===== config.mk =====
export PLATFORM = sky130hd
export DESIGN_NAME = ngc_ctrl_regs
export DESIGN_NICKNAME = d
export VERILOG_FILES = /design/src/rtl/ngc_pkg.sv /design/src/rtl/ngc_ctrl_regs.sv
export VERILOG_INCLUDE_DIRS = /design/src /design/src/rtl
export SDC_FILE = /design/constraint.sdc
export NUM_CORES = 1
export LEC_CHECK = 0
export BUFFER_PORTS_ARGS = -buffer_cell sky130_fd_sc_hd__buf_2
export CELL_PAD_IN_SITES_DETAIL_PLACEMENT = 1
export CELL_PAD_IN_SITES_GLOBAL_PLACEMENT = 1
export CORE_MARGIN = 3
export CORE_UTILIZATION = 35
export CTS_BUF_LIST = sky130_fd_sc_hd__clkbuf_4 sky130_fd_sc_hd__clkbuf_8
export DETAILED_ROUTE_END_ITERATION = 8
export PLACE_DENSITY_LB_ADDON = 0.08
export SLEW_MARGIN = 10
export SYNTH_ARGS = -nofsm -noshare
export SYNTH_HDL_FRONTEND = slang
export SYNTH_SLANG_ARGS = --single-unit

===== constraint.sdc =====
create_clock -name mclk_in -period 2.6 [get_ports mclk_in]
set_clock_uncertainty 0.15 [all_clocks]
set_input_delay 0.39 -clock mclk_in [delete_from_list [all_inputs] [get_ports mclk_in]]
set_output_delay 0.39 -clock mclk_in [all_outputs]
set_load 0.05 [all_outputs]

===== src/rtl/ngc_params.svh =====
// Register offsets, field positions and reset values of the control bank
`ifndef NGC_PARAMS_SVH
`define NGC_PARAMS_SVH
`define NGC_ADDR_W          9
`define NGC_OFF_PROG_CTRL   9'h107
`define NGC_OFF_PIN_OUT     9'h108
`define NGC_OFF_CELL_EN     9'h109
`define NGC_BIT_PROG_START  0
`define NGC_BIT_PAGE_SEL    1
`define NGC_RST_PROG_CTRL   8'h00
`define NGC_RST_PIN_OUT     8'h00
`define NGC_RST_CELL_EN     8'h00
`define NGC_MASK_PROG_CTRL  8'h03
`define NGC_MASK_SIX        8'h3f
`define NGC_NUM_CH          6
`endif


===== src/rtl/ngc_pkg.sv =====
// Types shared by the control register bank
package ngc_pkg;
  // Register bus request
  typedef struct packed {
    logic [8:0] addr;
    logic [7:0] wdata;
    logic       wr;
    logic       rd;
  } ngc_bus_s;
  // Programming request toward the nonvolatile engine
  typedef struct packed {
    logic page;
    logic start;
  } ngc_prog_s;
endpackage


===== src/rtl/ngc_ctrl_regs.sv =====
// Control register bank: nonvolatile programming, pin output levels, cell enables
//
// What this block does
// - Bit 1 of the programming control register picks page one when zero and page two when one.
// - Writing one to bit 0 starts programming the selected page, only when both unlock codes hold.
// - Bits 0 to 5 of the pin output register set pins one to six low for zero, high for one.
// - A pin level bit reaches its pin only while that pin is configured as an output.
// - Bits 0 to 5 of the cell conversion register enable channels one to six when set.
// - Each channel's input level shifter is on exactly while its enable bit is one.
// - Channel enables are sampled for conversion only when the conversion start is written.
//
// The implementer's own choice: the address-and-strobe port.
`timescale 1ns/1ps
`include "ngc_params.svh"

module ngc_ctrl_regs (
  input  wire logic              mclk_in,
  input  wire logic              reset_in,
  input  wire ngc_pkg::ngc_bus_s bus_in,
  output logic [7:0]             rdata_out,
  input  wire logic              unlock_first_ok_in,
  input  wire logic              unlock_second_ok_in,
  output ngc_pkg::ngc_prog_s     prog_out,
  input  wire logic [5:0]        pin_is_output_in,
  input  wire logic [5:0]        pin_in_level_in,
  output logic [5:0]             pin_level_out,
  output logic [5:0]             pin_oe_out,
  input  wire logic              convert_start_in,
  output logic [5:0]             level_shift_on_out,
  output logic [5:0]             convert_chan_out
);

  // ==========================================
  // Address decode
  function automatic logic ngc_hit(input logic [8:0] a, input logic [8:0] off);
    ngc_hit = (a == off);
  endfunction

  logic       wr_prog;
  logic       wr_pin;
  logic       wr_cell;
  logic       page_reg;
  logic [5:0] pin_reg;
  logic [5:0] cell_reg;
  logic       unlocked;

  assign wr_prog  = bus_in.wr && ngc_hit(bus_in.addr, `NGC_OFF_PROG_CTRL);
  assign wr_pin   = bus_in.wr && ngc_hit(bus_in.addr, `NGC_OFF_PIN_OUT);
  assign wr_cell  = bus_in.wr && ngc_hit(bus_in.addr, `NGC_OFF_CELL_EN);
  assign unlocked = unlock_first_ok_in && unlock_second_ok_in;

  // ==========================================
  // Programming control
  // Page select held; start is a one-cycle pulse, so it reads back zero
  always_ff @(posedge mclk_in) begin
    if (reset_in) begin
      page_reg <= 1'b0;
    end else if (wr_prog) begin
      page_reg <= bus_in.wdata[`NGC_BIT_PAGE_SEL];
    end
  end

  // Start refused silently when either unlock code is missing
  always_ff @(posedge mclk_in) begin
    if (reset_in) begin
      prog_out <= '0;
    end else begin
      prog_out.start <= wr_prog && bus_in.wdata[`NGC_BIT_PROG_START] && unlocked;
      prog_out.page  <= wr_prog ? bus_in.wdata[`NGC_BIT_PAGE_SEL] : page_reg;
    end
  end

  // ==========================================
  // Pin output levels
  always_ff @(posedge mclk_in) begin
    if (reset_in) begin
      pin_reg <= 6'h00;
    end else if (wr_pin) begin
      pin_reg <= bus_in.wdata[5:0];
    end
  end

  // Only pins configured as outputs are driven; others stay released
  genvar g;
  generate
    for (g = 0; g < `NGC_NUM_CH; g++) begin : g_pin
      always_ff @(posedge mclk_in) begin
        if (reset_in) begin
          pin_level_out[g] <= 1'b0;
          pin_oe_out[g]    <= 1'b0;
        end else begin
          pin_level_out[g] <= pin_is_output_in[g] & pin_reg[g];
          pin_oe_out[g]    <= pin_is_output_in[g];
        end
      end
    end
  endgenerate

  // ==========================================
  // Cell conversion enables
  always_ff @(posedge mclk_in) begin
    if (reset_in) begin
      cell_reg <= 6'h00;
    end else if (wr_cell) begin
      cell_reg <= bus_in.wdata[5:0];
    end
  end

  // Level shifters follow the live enable bits
  assign level_shift_on_out = cell_reg;

  // Converter set snapshot taken only on a start write
  always_ff @(posedge mclk_in) begin
    if (reset_in) begin
      convert_chan_out <= 6'h00;
    end else if (convert_start_in) begin
      convert_chan_out <= cell_reg;
    end
  end

  // ==========================================
  // Read port; reserved bits and unmapped addresses read zero
  always_ff @(posedge mclk_in) begin
    if (reset_in) begin
      rdata_out <= 8'h00;
    end else if (bus_in.rd) begin
      if (ngc_hit(bus_in.addr, `NGC_OFF_PROG_CTRL)) begin
        rdata_out <= {6'h00, page_reg, 1'b0};
      end else if (ngc_hit(bus_in.addr, `NGC_OFF_PIN_OUT)) begin
        rdata_out <= {2'b00, pin_reg};
      end else if (ngc_hit(bus_in.addr, `NGC_OFF_CELL_EN)) begin
        rdata_out <= {2'b00, cell_reg};
      end else begin
        rdata_out <= 8'h00;
      end
    end else begin
      rdata_out <= 8'h00;
    end
  end

  // ==========================================
  // Checks
  property p_start_needs_unlock;
    @(posedge mclk_in) disable iff (reset_in)
      prog_out.start |-> $past(unlocked) && $past(wr_prog);
  endproperty
  a_start_needs_unlock: assert property (p_start_needs_unlock)
    else $error("program start without unlock");

  property p_start_taken;
    @(posedge mclk_in) disable iff (reset_in)
      wr_prog && bus_in.wdata[`NGC_BIT_PROG_START] && unlocked |=> prog_out.start;
  endproperty
  a_start_taken: assert property (p_start_taken)
    else $error("unlocked start lost");

  property p_page_sel;
    @(posedge mclk_in) disable iff (reset_in)
      wr_prog |=> prog_out.page == $past(bus_in.wdata[`NGC_BIT_PAGE_SEL]);
  endproperty
  a_page_sel: assert property (p_page_sel)
    else $error("page select wrong");

  property p_pin_level;
    @(posedge mclk_in) disable iff (reset_in)
      wr_pin ##1 1'b1 |=> pin_level_out == ($past(pin_reg) & $past(pin_is_output_in));
  endproperty
  a_pin_level: assert property (p_pin_level)
    else $error("pin level mismatch");

  property p_pin_release;
    @(posedge mclk_in) disable iff (reset_in)
      !pin_is_output_in[0] |=> !pin_oe_out[0] && !pin_level_out[0];
  endproperty
  a_pin_release: assert property (p_pin_release)
    else $error("input pin driven");

  property p_cell_write;
    @(posedge mclk_in) disable iff (reset_in)
      wr_cell |=> level_shift_on_out == $past(bus_in.wdata[5:0]);
  endproperty
  a_cell_write: assert property (p_cell_write)
    else $error("cell enable not stored");

  property p_shift_follow;
    @(posedge mclk_in) disable iff (reset_in)
      !wr_cell |=> $stable(level_shift_on_out);
  endproperty
  a_shift_follow: assert property (p_shift_follow)
    else $error("level shifter out of step");

  property p_snapshot_hold;
    @(posedge mclk_in) disable iff (reset_in)
      !convert_start_in |=> $stable(convert_chan_out);
  endproperty
  a_snapshot_hold: assert property (p_snapshot_hold)
    else $error("conversion set changed without start");

  property p_rsvd_zero;
    @(posedge mclk_in) disable iff (reset_in)
      bus_in.rd |=> rdata_out[7:6] == 2'b00;
  endproperty
  a_rsvd_zero: assert property (p_rsvd_zero)
    else $error("reserved bits read nonzero");

  property p_start_refused;
    @(posedge mclk_in) disable iff (reset_in)
      wr_prog && !unlocked |=> !prog_out.start;
  endproperty
  a_start_refused: assert property (p_start_refused)
    else $error("locked start not refused");

  property p_prog_readback;
    @(posedge mclk_in) disable iff (reset_in)
      bus_in.rd && ngc_hit(bus_in.addr, `NGC_OFF_PROG_CTRL)
        |=> rdata_out == {6'h00, $past(page_reg), 1'b0};
  endproperty
  a_prog_readback: assert property (p_prog_readback)
    else $error("programming control readback wrong");

  property p_oe_follow;
    @(posedge mclk_in) disable iff (reset_in)
      1'b1 |=> pin_oe_out == $past(pin_is_output_in);
  endproperty
  a_oe_follow: assert property (p_oe_follow)
    else $error("pin drive enable out of step");

  property p_snapshot_take;
    @(posedge mclk_in) disable iff (reset_in)
      convert_start_in |=> convert_chan_out == $past(cell_reg);
  endproperty
  a_snapshot_take: assert property (p_snapshot_take)
    else $error("conversion set not taken at start");

endmodule


After elaboration in Yosys (flattened, before gate mapping)
Cells that the tools add are included.
{ "totals": {"elab_cells": 43, "register_bits": 40, "in_bits": 36, "rom_bits": 0, "latchBits": 0, "mem_count": 0, "mem_bits_rw": 0} }
{ "op_classes": {"muxes": 4, "div_mod_pow": 0, "bitwise": 7, "eq_ne": 3, "reduce_logical": 9, "n_mul": 0, "shift": 0, "order_cmp": 0, "addsub": 0} }
{ "ops": {"columns": ["cell", "n"], "rows": [
  ["9-bit equality test (second input constant)", 3],
  ["6-bit two-way mux", 2],
  ["1-bit AND", 6],
  ["1-bit logical AND", 6],
  ["4-bit OR reduction", 1],
  ["3-bit OR reduction", 1],
  ["2-bit two-way mux", 1],
  ["2-bit OR reduction", 1],
  ["1-bit two-way mux", 1],
  ["1-bit inverter", 1]
]} }

Logic depth before layout (Yosys ltp)
Gate-level depths: netlist of the first run.
{ "logic_depth": {"depth_word": 4, "mapped_depth": 4, "depth_no_buf": 3} }

Worst setup path after synthesis of the first run
No wires, ideal clock.
{ "synth_path": {"path_kind": "reg2reg", "from": "register cell_reg[1] (netlist: level_shift_on_out[1])", "to": "register rdata_out[1]", "period_less_slack_ps": 1398, "stages_incl_launch_ff": 4, "path_slack_ps": 1202, "path_buffers": 0, "arrival_ps": 1156, "path_cell_list": "dfxtp_1 > mux2_2 > a22oi_1 > nor4bb_1"} }
{ "synth_via": {"elab_chain_cells": 3} }
{ "synth_rtl": {"columns": ["item", "line", "rtl"], "rows": [
  ["start, declared", "ngc_ctrl_regs.sv:44", "logic [5:0] cell_reg;"],
  ["start signal, assigned", "ngc_ctrl_regs.sv:105", "cell_reg <= bus_in.wdata[5:0];"],
  ["6-bit two-way mux", "ngc_ctrl_regs.sv:131", "end else if (ngc_hit(bus_in.addr, `NGC_OFF_CELL_EN)) begin"],
  ["6-bit two-way mux", "ngc_ctrl_regs.sv:129", "end else if (ngc_hit(bus_in.addr, `NGC_OFF_PIN_OUT)) begin"],
  ["2-bit two-way mux", "ngc_ctrl_regs.sv:127", "if (ngc_hit(bus_in.addr, `NGC_OFF_PROG_CTRL)) begin"],
  ["end signal, assigned", "ngc_ctrl_regs.sv:128", "rdata_out <= {6'h00, page_reg, 1'b0};"],
  ["end signal, assigned", "ngc_ctrl_regs.sv:130", "rdata_out <= {2'b00, pin_reg};"],
  ["end signal, assigned", "ngc_ctrl_regs.sv:132", "rdata_out <= {2'b00, cell_reg};"],
  ["end, declared", "ngc_ctrl_regs.sv:20", "output logic [7:0] rdata_out,"]
]} }
No other way between the ends.
A chain may end at the register's enable or synchronous reset.

Worst setup path after layout of the first run
{ "layout_path": {"from": "register cell_reg[4] (netlist: level_shift_on_out[4])", "to": "output port level_shift_on_out[4]"} }
{ "layout_lines": {"columns": ["item", "line", "rtl"], "rows": [
  ["end, declared", "ngc_ctrl_regs.sv:29", "output logic [5:0] level_shift_on_out,"]
]} }
No word-level cell between the ends.

==> impl_results.md, run 1 <==
- Clock tree from TritonCTS: built
- Top_reg_cell synth: dfxtp_1
- Critical Path Sink Type: output port
- Site row count: 22
- Period utilisation layout: 59.2%
- Number of distinct library cells after synthesis: 23
- Crit path time final: 1.54 ns
- DRT iter0 DRCs: 28
- Critical Path, Cell by Cell: buf_2
- H-tree levels: 2
- # fillers: 456
- Starting density of the core: 37.8%
- Largest net degree at the start of global routing: 33
- Final layout net count: 224
- Clk_lat worst skew: 0.29 ns
- Synth warn: 0
- Run status: completed
- Routability congestion estimate: 0.706
- HP Class: input port to flip-flop
- Setup repair bufs after CTS: 0
- I/O pin count: 70
- IO Port Bufs: 59
- Crit path from: level_shift_on_out[4]$_SDFFE_PP0P_
- Wire per inst: 14.0 um
- Die ar.: 0.00491 sq mm
- DRT Wirelength: 3.32 mm
- CP Buf/Inv Count: 1
- Worst EP arrival: 1.00 ns
- Reg-to-Reg Start: level_shift_on_out[1]$_SDFFE_PP0P_
- Register area share after synthesis: 52.9%
- CP delay by family, top: flip-flops
- Maxcap violations: 0
- Residual DRC: 0
- Synthesized area: 0.00144 sq mm
- CP Launch Type: flip-flop
- Final setup fails: 0
- Finished Cell Area: 0.00182 sq mm
- Leakage power figure: 0.875 nW
- Worst path required time: 2.06 ns
- Max-slew violations: 0
- Mapped Cells: 131
- Drt via density: 4.62
- Overall power: 1.09 mW
- Area fraction of the dominant cell type after synthesis: 52.9%
- Crit path depth: 1
- CTS Hold Buffers Added: 0
- Reg2Reg Setup Slack: 1.45 ns
- Top cells by area, synth: dfxtp_1 53%, mux2i_1 17%, nand2b_1 8.3%
- DRT antenna net count: 0
- Root Driver: clkbuf_8
- Die Y: 70.1 um
- Setup TNS: 0 ns
- Overflow after GRT: 0
- Clock tree sinks: 38
- Core ar.: 0.00380 sq mm
- Hpwl dp: 2.45 mm
- Clock Pin Slew Worst Setup and Hold Paths: 0.07 ns
- Area grow syn2layout: 26.9%
- Max clock buf depth: 2
- Critical path's largest stage delay: 0.41 ns
- Num CTS Buffers: 5
- Crit path to: level_shift_on_out[4]
- Number of synthesized flops with an enable pin: 0
- Synth cell count leaders: 38 x dfxtp_1, 24 x mux2i_1, 19 x nand2b_1, 12 x nor2_1, 7 x nor2b_1
- GRT Resource Usage Total: 14.3%
- Power Density: 598 mW/mm^2
- First-pass GRT wire length: 5.38 mm
- Sequential cell area: 761 sq um
- Layout cell share with drive strength beyond 1: 36.5%
- Synth Register Bits: 38
- F_max: 650 MHz
- WS Path Type: flip-flop to output port
- Multi-input gate area: 613 sq um
- Final Hold Slack: 0.130 ns
- RR Endpoint: rdata_out[1]$_SDFF_PP0_
- Final Util: 48.0%
- Syn Area/Cell: 11.0 sq um
- Worst VDD drop: 0.328 mV
- Synth async-reset ratio: 0%
- First-pass DRT Iterations: 3
- Hold Fails Final Rpt: 0
- Gates resized, CTS repair: 0
- Placed Area: 0.00173 sq mm
- Initial antenna violation count: 0
- Peak fanout along the critical path: 4
- Via count: 1096
- Most frequent cell after synthesis: dfxtp_1
- Die Wd: 70.1 um
- Antenna cells: 0
- R2R depth: 3
- Critical path's slowest cell: dfxtp_1
- Vias in the first global route: 1131
- Area leader, netlist: dfxtp_1
- RSZ-0062 raised after global routing: false
per-layer routing:
layer / global-route usage, % / vias up / share of wire [%]
li1: - / 545 / -
met1: 16.6 / 508 / 41
met2: 23.0 / 37 / 49
met3: 5.61 / 6 / 7.7
met4: 6.38 / 0 / 1.8
met5: 0 / - / 0
worst register-to-register path, cell delays in order (launching register included):
cell and delay, ns:
dfxtp_1 0.35, mux2_2 0.27, a22oi_1 0.19, nor4bb_1 0.08
kinds of logic after synthesis:
family / share of synthesized area (%)
other cells: 0.261
mux: 17.5
flops: 52.9
buf+inv: 4.70
simple gates: 24.1
compound gates: 0.522
placed cells by master (no fill, tap or decap):
| cell | Yosys | routed |
|---|---|---|
| nand3_1 | 1 | 1 |
| and2_1 | 6 | 6 |
| nor2_1 | 12 | 12 |
| buf_2 | 0 | 59 |
| nor3_1 | 1 | 1 |
| clkbuf_4 | 0 | 1 |
| a22oi_1 | 1 | 1 |
| nand2_1 | 1 | 1 |
| and4_1 | 1 | 1 |
| nor3b_2 | 1 | 1 |
| clkbuf_8 | 0 | 6 |
| conb_1 | 1 | 2 |
| dfxtp_1 | 38 | 38 |
| nand4_1 | 1 | 1 |
| clkinv_2 | 0 | 1 |
| nand2b_1 | 19 | 19 |
| and4b_1 | 2 | 2 |
| nand4b_1 | 1 | 1 |
| and4bb_1 | 1 | 1 |
| nor4bb_1 | 1 | 1 |
| mux2i_1 | 24 | 24 |
| nor4b_1 | 1 | 1 |
| nor2b_1 | 7 | 7 |
| mux2_2 | 1 | 1 |
final cells by class:
class                           count  share of cell area [%]
Tap cell                           48                    3.29
Timing Repair Buffer               59                    16.2
Sequential cell                    38                    41.7
Clock inverter                      1                   0.274
Clock buffer                        7                    4.94
Multi-Input combinational cell     84                    33.6
power by group:
part	internal (mW)	switching, mW
logic	0.0326	0.0525
registers	0.587	0.00119
clock network	0.224	0.194
total	0.843	0.248
through the flow:
step / std cells / worst slack (ns)
2_1_floorplan: 132 / 1.20
3_3_place_gp: 229 / 0.859
3_5_place_dp: 229 / 0.810
4_1_cts: 237 / 1.05
5_1_grt: 237 / 1.02
6_report: 237 / 1.06
worst min path at each step:
stage / from / to / slack [ns] / cells past startpoint
detailed placement: pin_reg[4]$_SDFFE_PP0P_ / pin_level_out[4]$_SDFF_PP0_ / 0.32 / 1
finish: bus_in[16] / rdata_out[1]$_SDFF_PP0_ / 0.13 / 2
CTS: bus_in[16] / rdata_out[1]$_SDFF_PP0_ / 0.12 / 2
floorplan: pin_reg[1]$_SDFFE_PP0P_ / pin_level_out[1]$_SDFF_PP0_ / 0.30 / 1
global placement: convert_chan_out[5]$_SDFFE_PP0P_ / convert_chan_out[5]$_SDFFE_PP0P_ / 0.32 / 2
global route: bus_in[16] / rdata_out[1]$_SDFF_PP0_ / 0.14 / 2
Note: power is estimated with default switching activity, not from simulation.
==> run 2: changes to the inputs <==
--- a/config.mk
+++ b/config.mk
@@ -10,7 +10,7 @@
 export CELL_PAD_IN_SITES_DETAIL_PLACEMENT = 1
 export CELL_PAD_IN_SITES_GLOBAL_PLACEMENT = 1
 export CORE_MARGIN = 3
-export CORE_UTILIZATION = 35
+export CORE_UTILIZATION = 31
 export CTS_BUF_LIST = sky130_fd_sc_hd__clkbuf_4 sky130_fd_sc_hd__clkbuf_8
 export DETAILED_ROUTE_END_ITERATION = 8
 export PLACE_DENSITY_LB_ADDON = 0.08
==> constraint.sdc (replaced) <==
create_clock -name mclk_in -period 1.3 [get_ports mclk_in]
set_clock_uncertainty 0.15 [all_clocks]
set_input_delay 0.195 -clock mclk_in [delete_from_list [all_inputs] [get_ports mclk_in]]
set_output_delay 0.195 -clock mclk_in [all_outputs]
set_load 0.05 [all_outputs]
==> run 2 against run 1 <==
Die area is 12% higher; utilization shrank 4.5 points; count of clock-buffer cells in the layout did not move; worst setup slack worse by 1.0 ns; critical endpoint is now level_shift_on_out[2]; hold slack worse by 0.11 ns; non-clock buffer count increased by 8; combinational power rose by 120%; largest cell class unchanged.
==> impl_results.md, run 2 (synthesized netlist as in run 1, its figures left out) <==
- Run status: completed
- GRT Resource Usage Total: 13.5%
- Worst path required time: 0.95 ns
- Hold depth: 2
- Placed Cells: 239
- First-pass DRT Iterations: 4
- RR Endpoint: rdata_out[1]$_SDFF_PP0_
- H-tree levels: 2
- Reg-to-Reg Start: level_shift_on_out[1]$_SDFFE_PP0P_
- Clock Pin Slew Worst Setup and Hold Paths: 0.07 ns
- CP Launch Type: flip-flop
- Clk_lat worst skew: 0.28 ns
- Root Driver: clkbuf_8
- DRT Wirelength: 3.45 mm
- Power Density: 1120 mW/mm^2
- CP Buf/Inv Count: 1
- RSZ-0062 raised after global routing: false
- WS Path Type: flip-flop to output port
- Antenna cells: 0
- Crit path to: level_shift_on_out[2]
- Reg2Reg Setup Slack: 0.17 ns
- Finished Cell Area: 0.00192 sq mm
- Via count: 1132
- Overall power: 2.15 mW
- Worst EP arrival: 0.90 ns
- Die Y: 74.1 um
- Most frequent cells in the layout: 52 x buf_2, 37 x dfxtp_1, 24 x mux2i_1
- Vias in the first global route: 1161
- Period utilisation layout: 95.6%
- Wire per inst: 13.9 um
- Die ar.: 0.00549 sq mm
- Placed Area: 0.00178 sq mm
- Critical path's slowest cell: dfxtp_1
- I/O pin count: 70
- Die Wd: 74.1 um
- Largest net degree at the start of global routing: 23
- Crit path from: level_shift_on_out[2]$_SDFFE_PP0P_
- # fillers: 508
- Residual DRC: 0
- Clock tree sinks: 38
- Crit path depth: 1
- Hold Fails Final Rpt: 0
- Initial antenna violation count: 0
- F_max: 805 MHz
- Critical path's largest stage delay: 0.42 ns
- Worst VDD drop: 0.442 mV
- DRT iter0 DRCs: 18
- HP Class: input port to flip-flop
- Starting density of the core: 32.6%
- Critical Path Sink Type: output port
- Routability congestion estimate: 0.759
- First-pass GRT wire length: 5.52 mm
- Area grow syn2layout: 33.6%
- IO Port Bufs: 59
- Hpwl dp: 2.75 mm
- Final layout net count: 232
- Core ar.: 0.00441 sq mm
- Layout cell share with drive strength beyond 1: 38.3%
- Clock tree from TritonCTS: built
- Max-slew violations: 0
- Commonest non-fill, non-tap cell in the layout: buf_2
- Setup TNS: 0 ns
- Site row count: 24
- Peak fanout along the critical path: 4
- DRT antenna net count: 0
- Leakage power figure: 0.909 nW
- Num CTS Buffers: 5
- Final setup fails: 0
- Max clock buf depth: 2
- Drt via density: 4.56
- Final Instance Count excl. Fillers: 248
- Critical Path, Cell by Cell: buf_6
- Setup repair bufs after CTS: 0
- R2R depth: 3
- Crit path time final: 1.24 ns
- Maxcap violations: 0
- Overflow after GRT: 0
- CP delay by family, top: flip-flops
[run 2: cell count changes in the layout (fill, tap and decap cells not counted), sizes merged]
cell and change:
clkinv -1, dlygate4sd3 +2, clkbuf +2, buf +4
[run 2: how the worst min path moves through the flow]
stage / start / endpoint / slack [ns]
final: pin_is_output_in[3] / pin_oe_out[3]$_SDFF_PP0_ / 0.02
after detailed placement: unlock_second_ok_in / prog_out[0]$_SDFF_PP0_ / 0.28
after floorplan: bus_in[16] / rdata_out[1]$_SDFF_PP0_ / 0.12
after global placement: unlock_second_ok_in / prog_out[0]$_SDFF_PP0_ / 0.27
after global routing: pin_is_output_in[3] / pin_oe_out[3]$_SDFF_PP0_ / 0.03
after CTS: pin_is_output_in[1] / pin_oe_out[1]$_SDFF_PP0_ / 0.02
[run 2: what timing repair did]
action                                  CTS  global route
resized for setup                         5             7
endpoints found under the setup margin    5             7
hold buffers                              2             0
hold endpoints to repair                  1             0
[run 2: cell type report]
class	count	area, sq um	share of cell area [%]
timing repair buffer	67	397	20.7
multi-input combinational	84	613	31.9
clock buffer	7	83.8	4.36
sequential	38	762	39.7
tap	52	65.1	3.39
[run 2: per-stage QoR]
stage          setup WS (ns)  hold slack (ns)  util [%]
2_1_floorplan         0.0992            0.121         -
3_3_place_gp         -0.0898            0.272      40.3
3_5_place_dp          -0.134            0.279      40.3
4_1_cts               0.0112           0.0185      43.0
5_1_grt             0.000638           0.0257      43.5
6_report              0.0575           0.0190      43.5
[run 2: per-layer routing]
layer | global-route usage [%] | part of all wire [%] | routed length [um] | up-vias
met4 | 5.43 | 1.9 | 67 | 0
met5 | 0 | 0 | 0 | -
met1 | 16.4 | 43 | 1470 | 522
met2 | 21.9 | 48 | 1640 | 44
met3 | 4.73 | 7.9 | 271 | 7
li1 | - | - | - | 559
[run 2: where the power goes]
part / total, mW / switching, mW / leakage, nW / internal [mW]
Sequential: 1.18 / 0.00222 / 0.308 / 1.17
Clock: 0.782 / 0.372 / 0.0452 / 0.411
Combinational: 0.187 / 0.109 / 0.556 / 0.0781
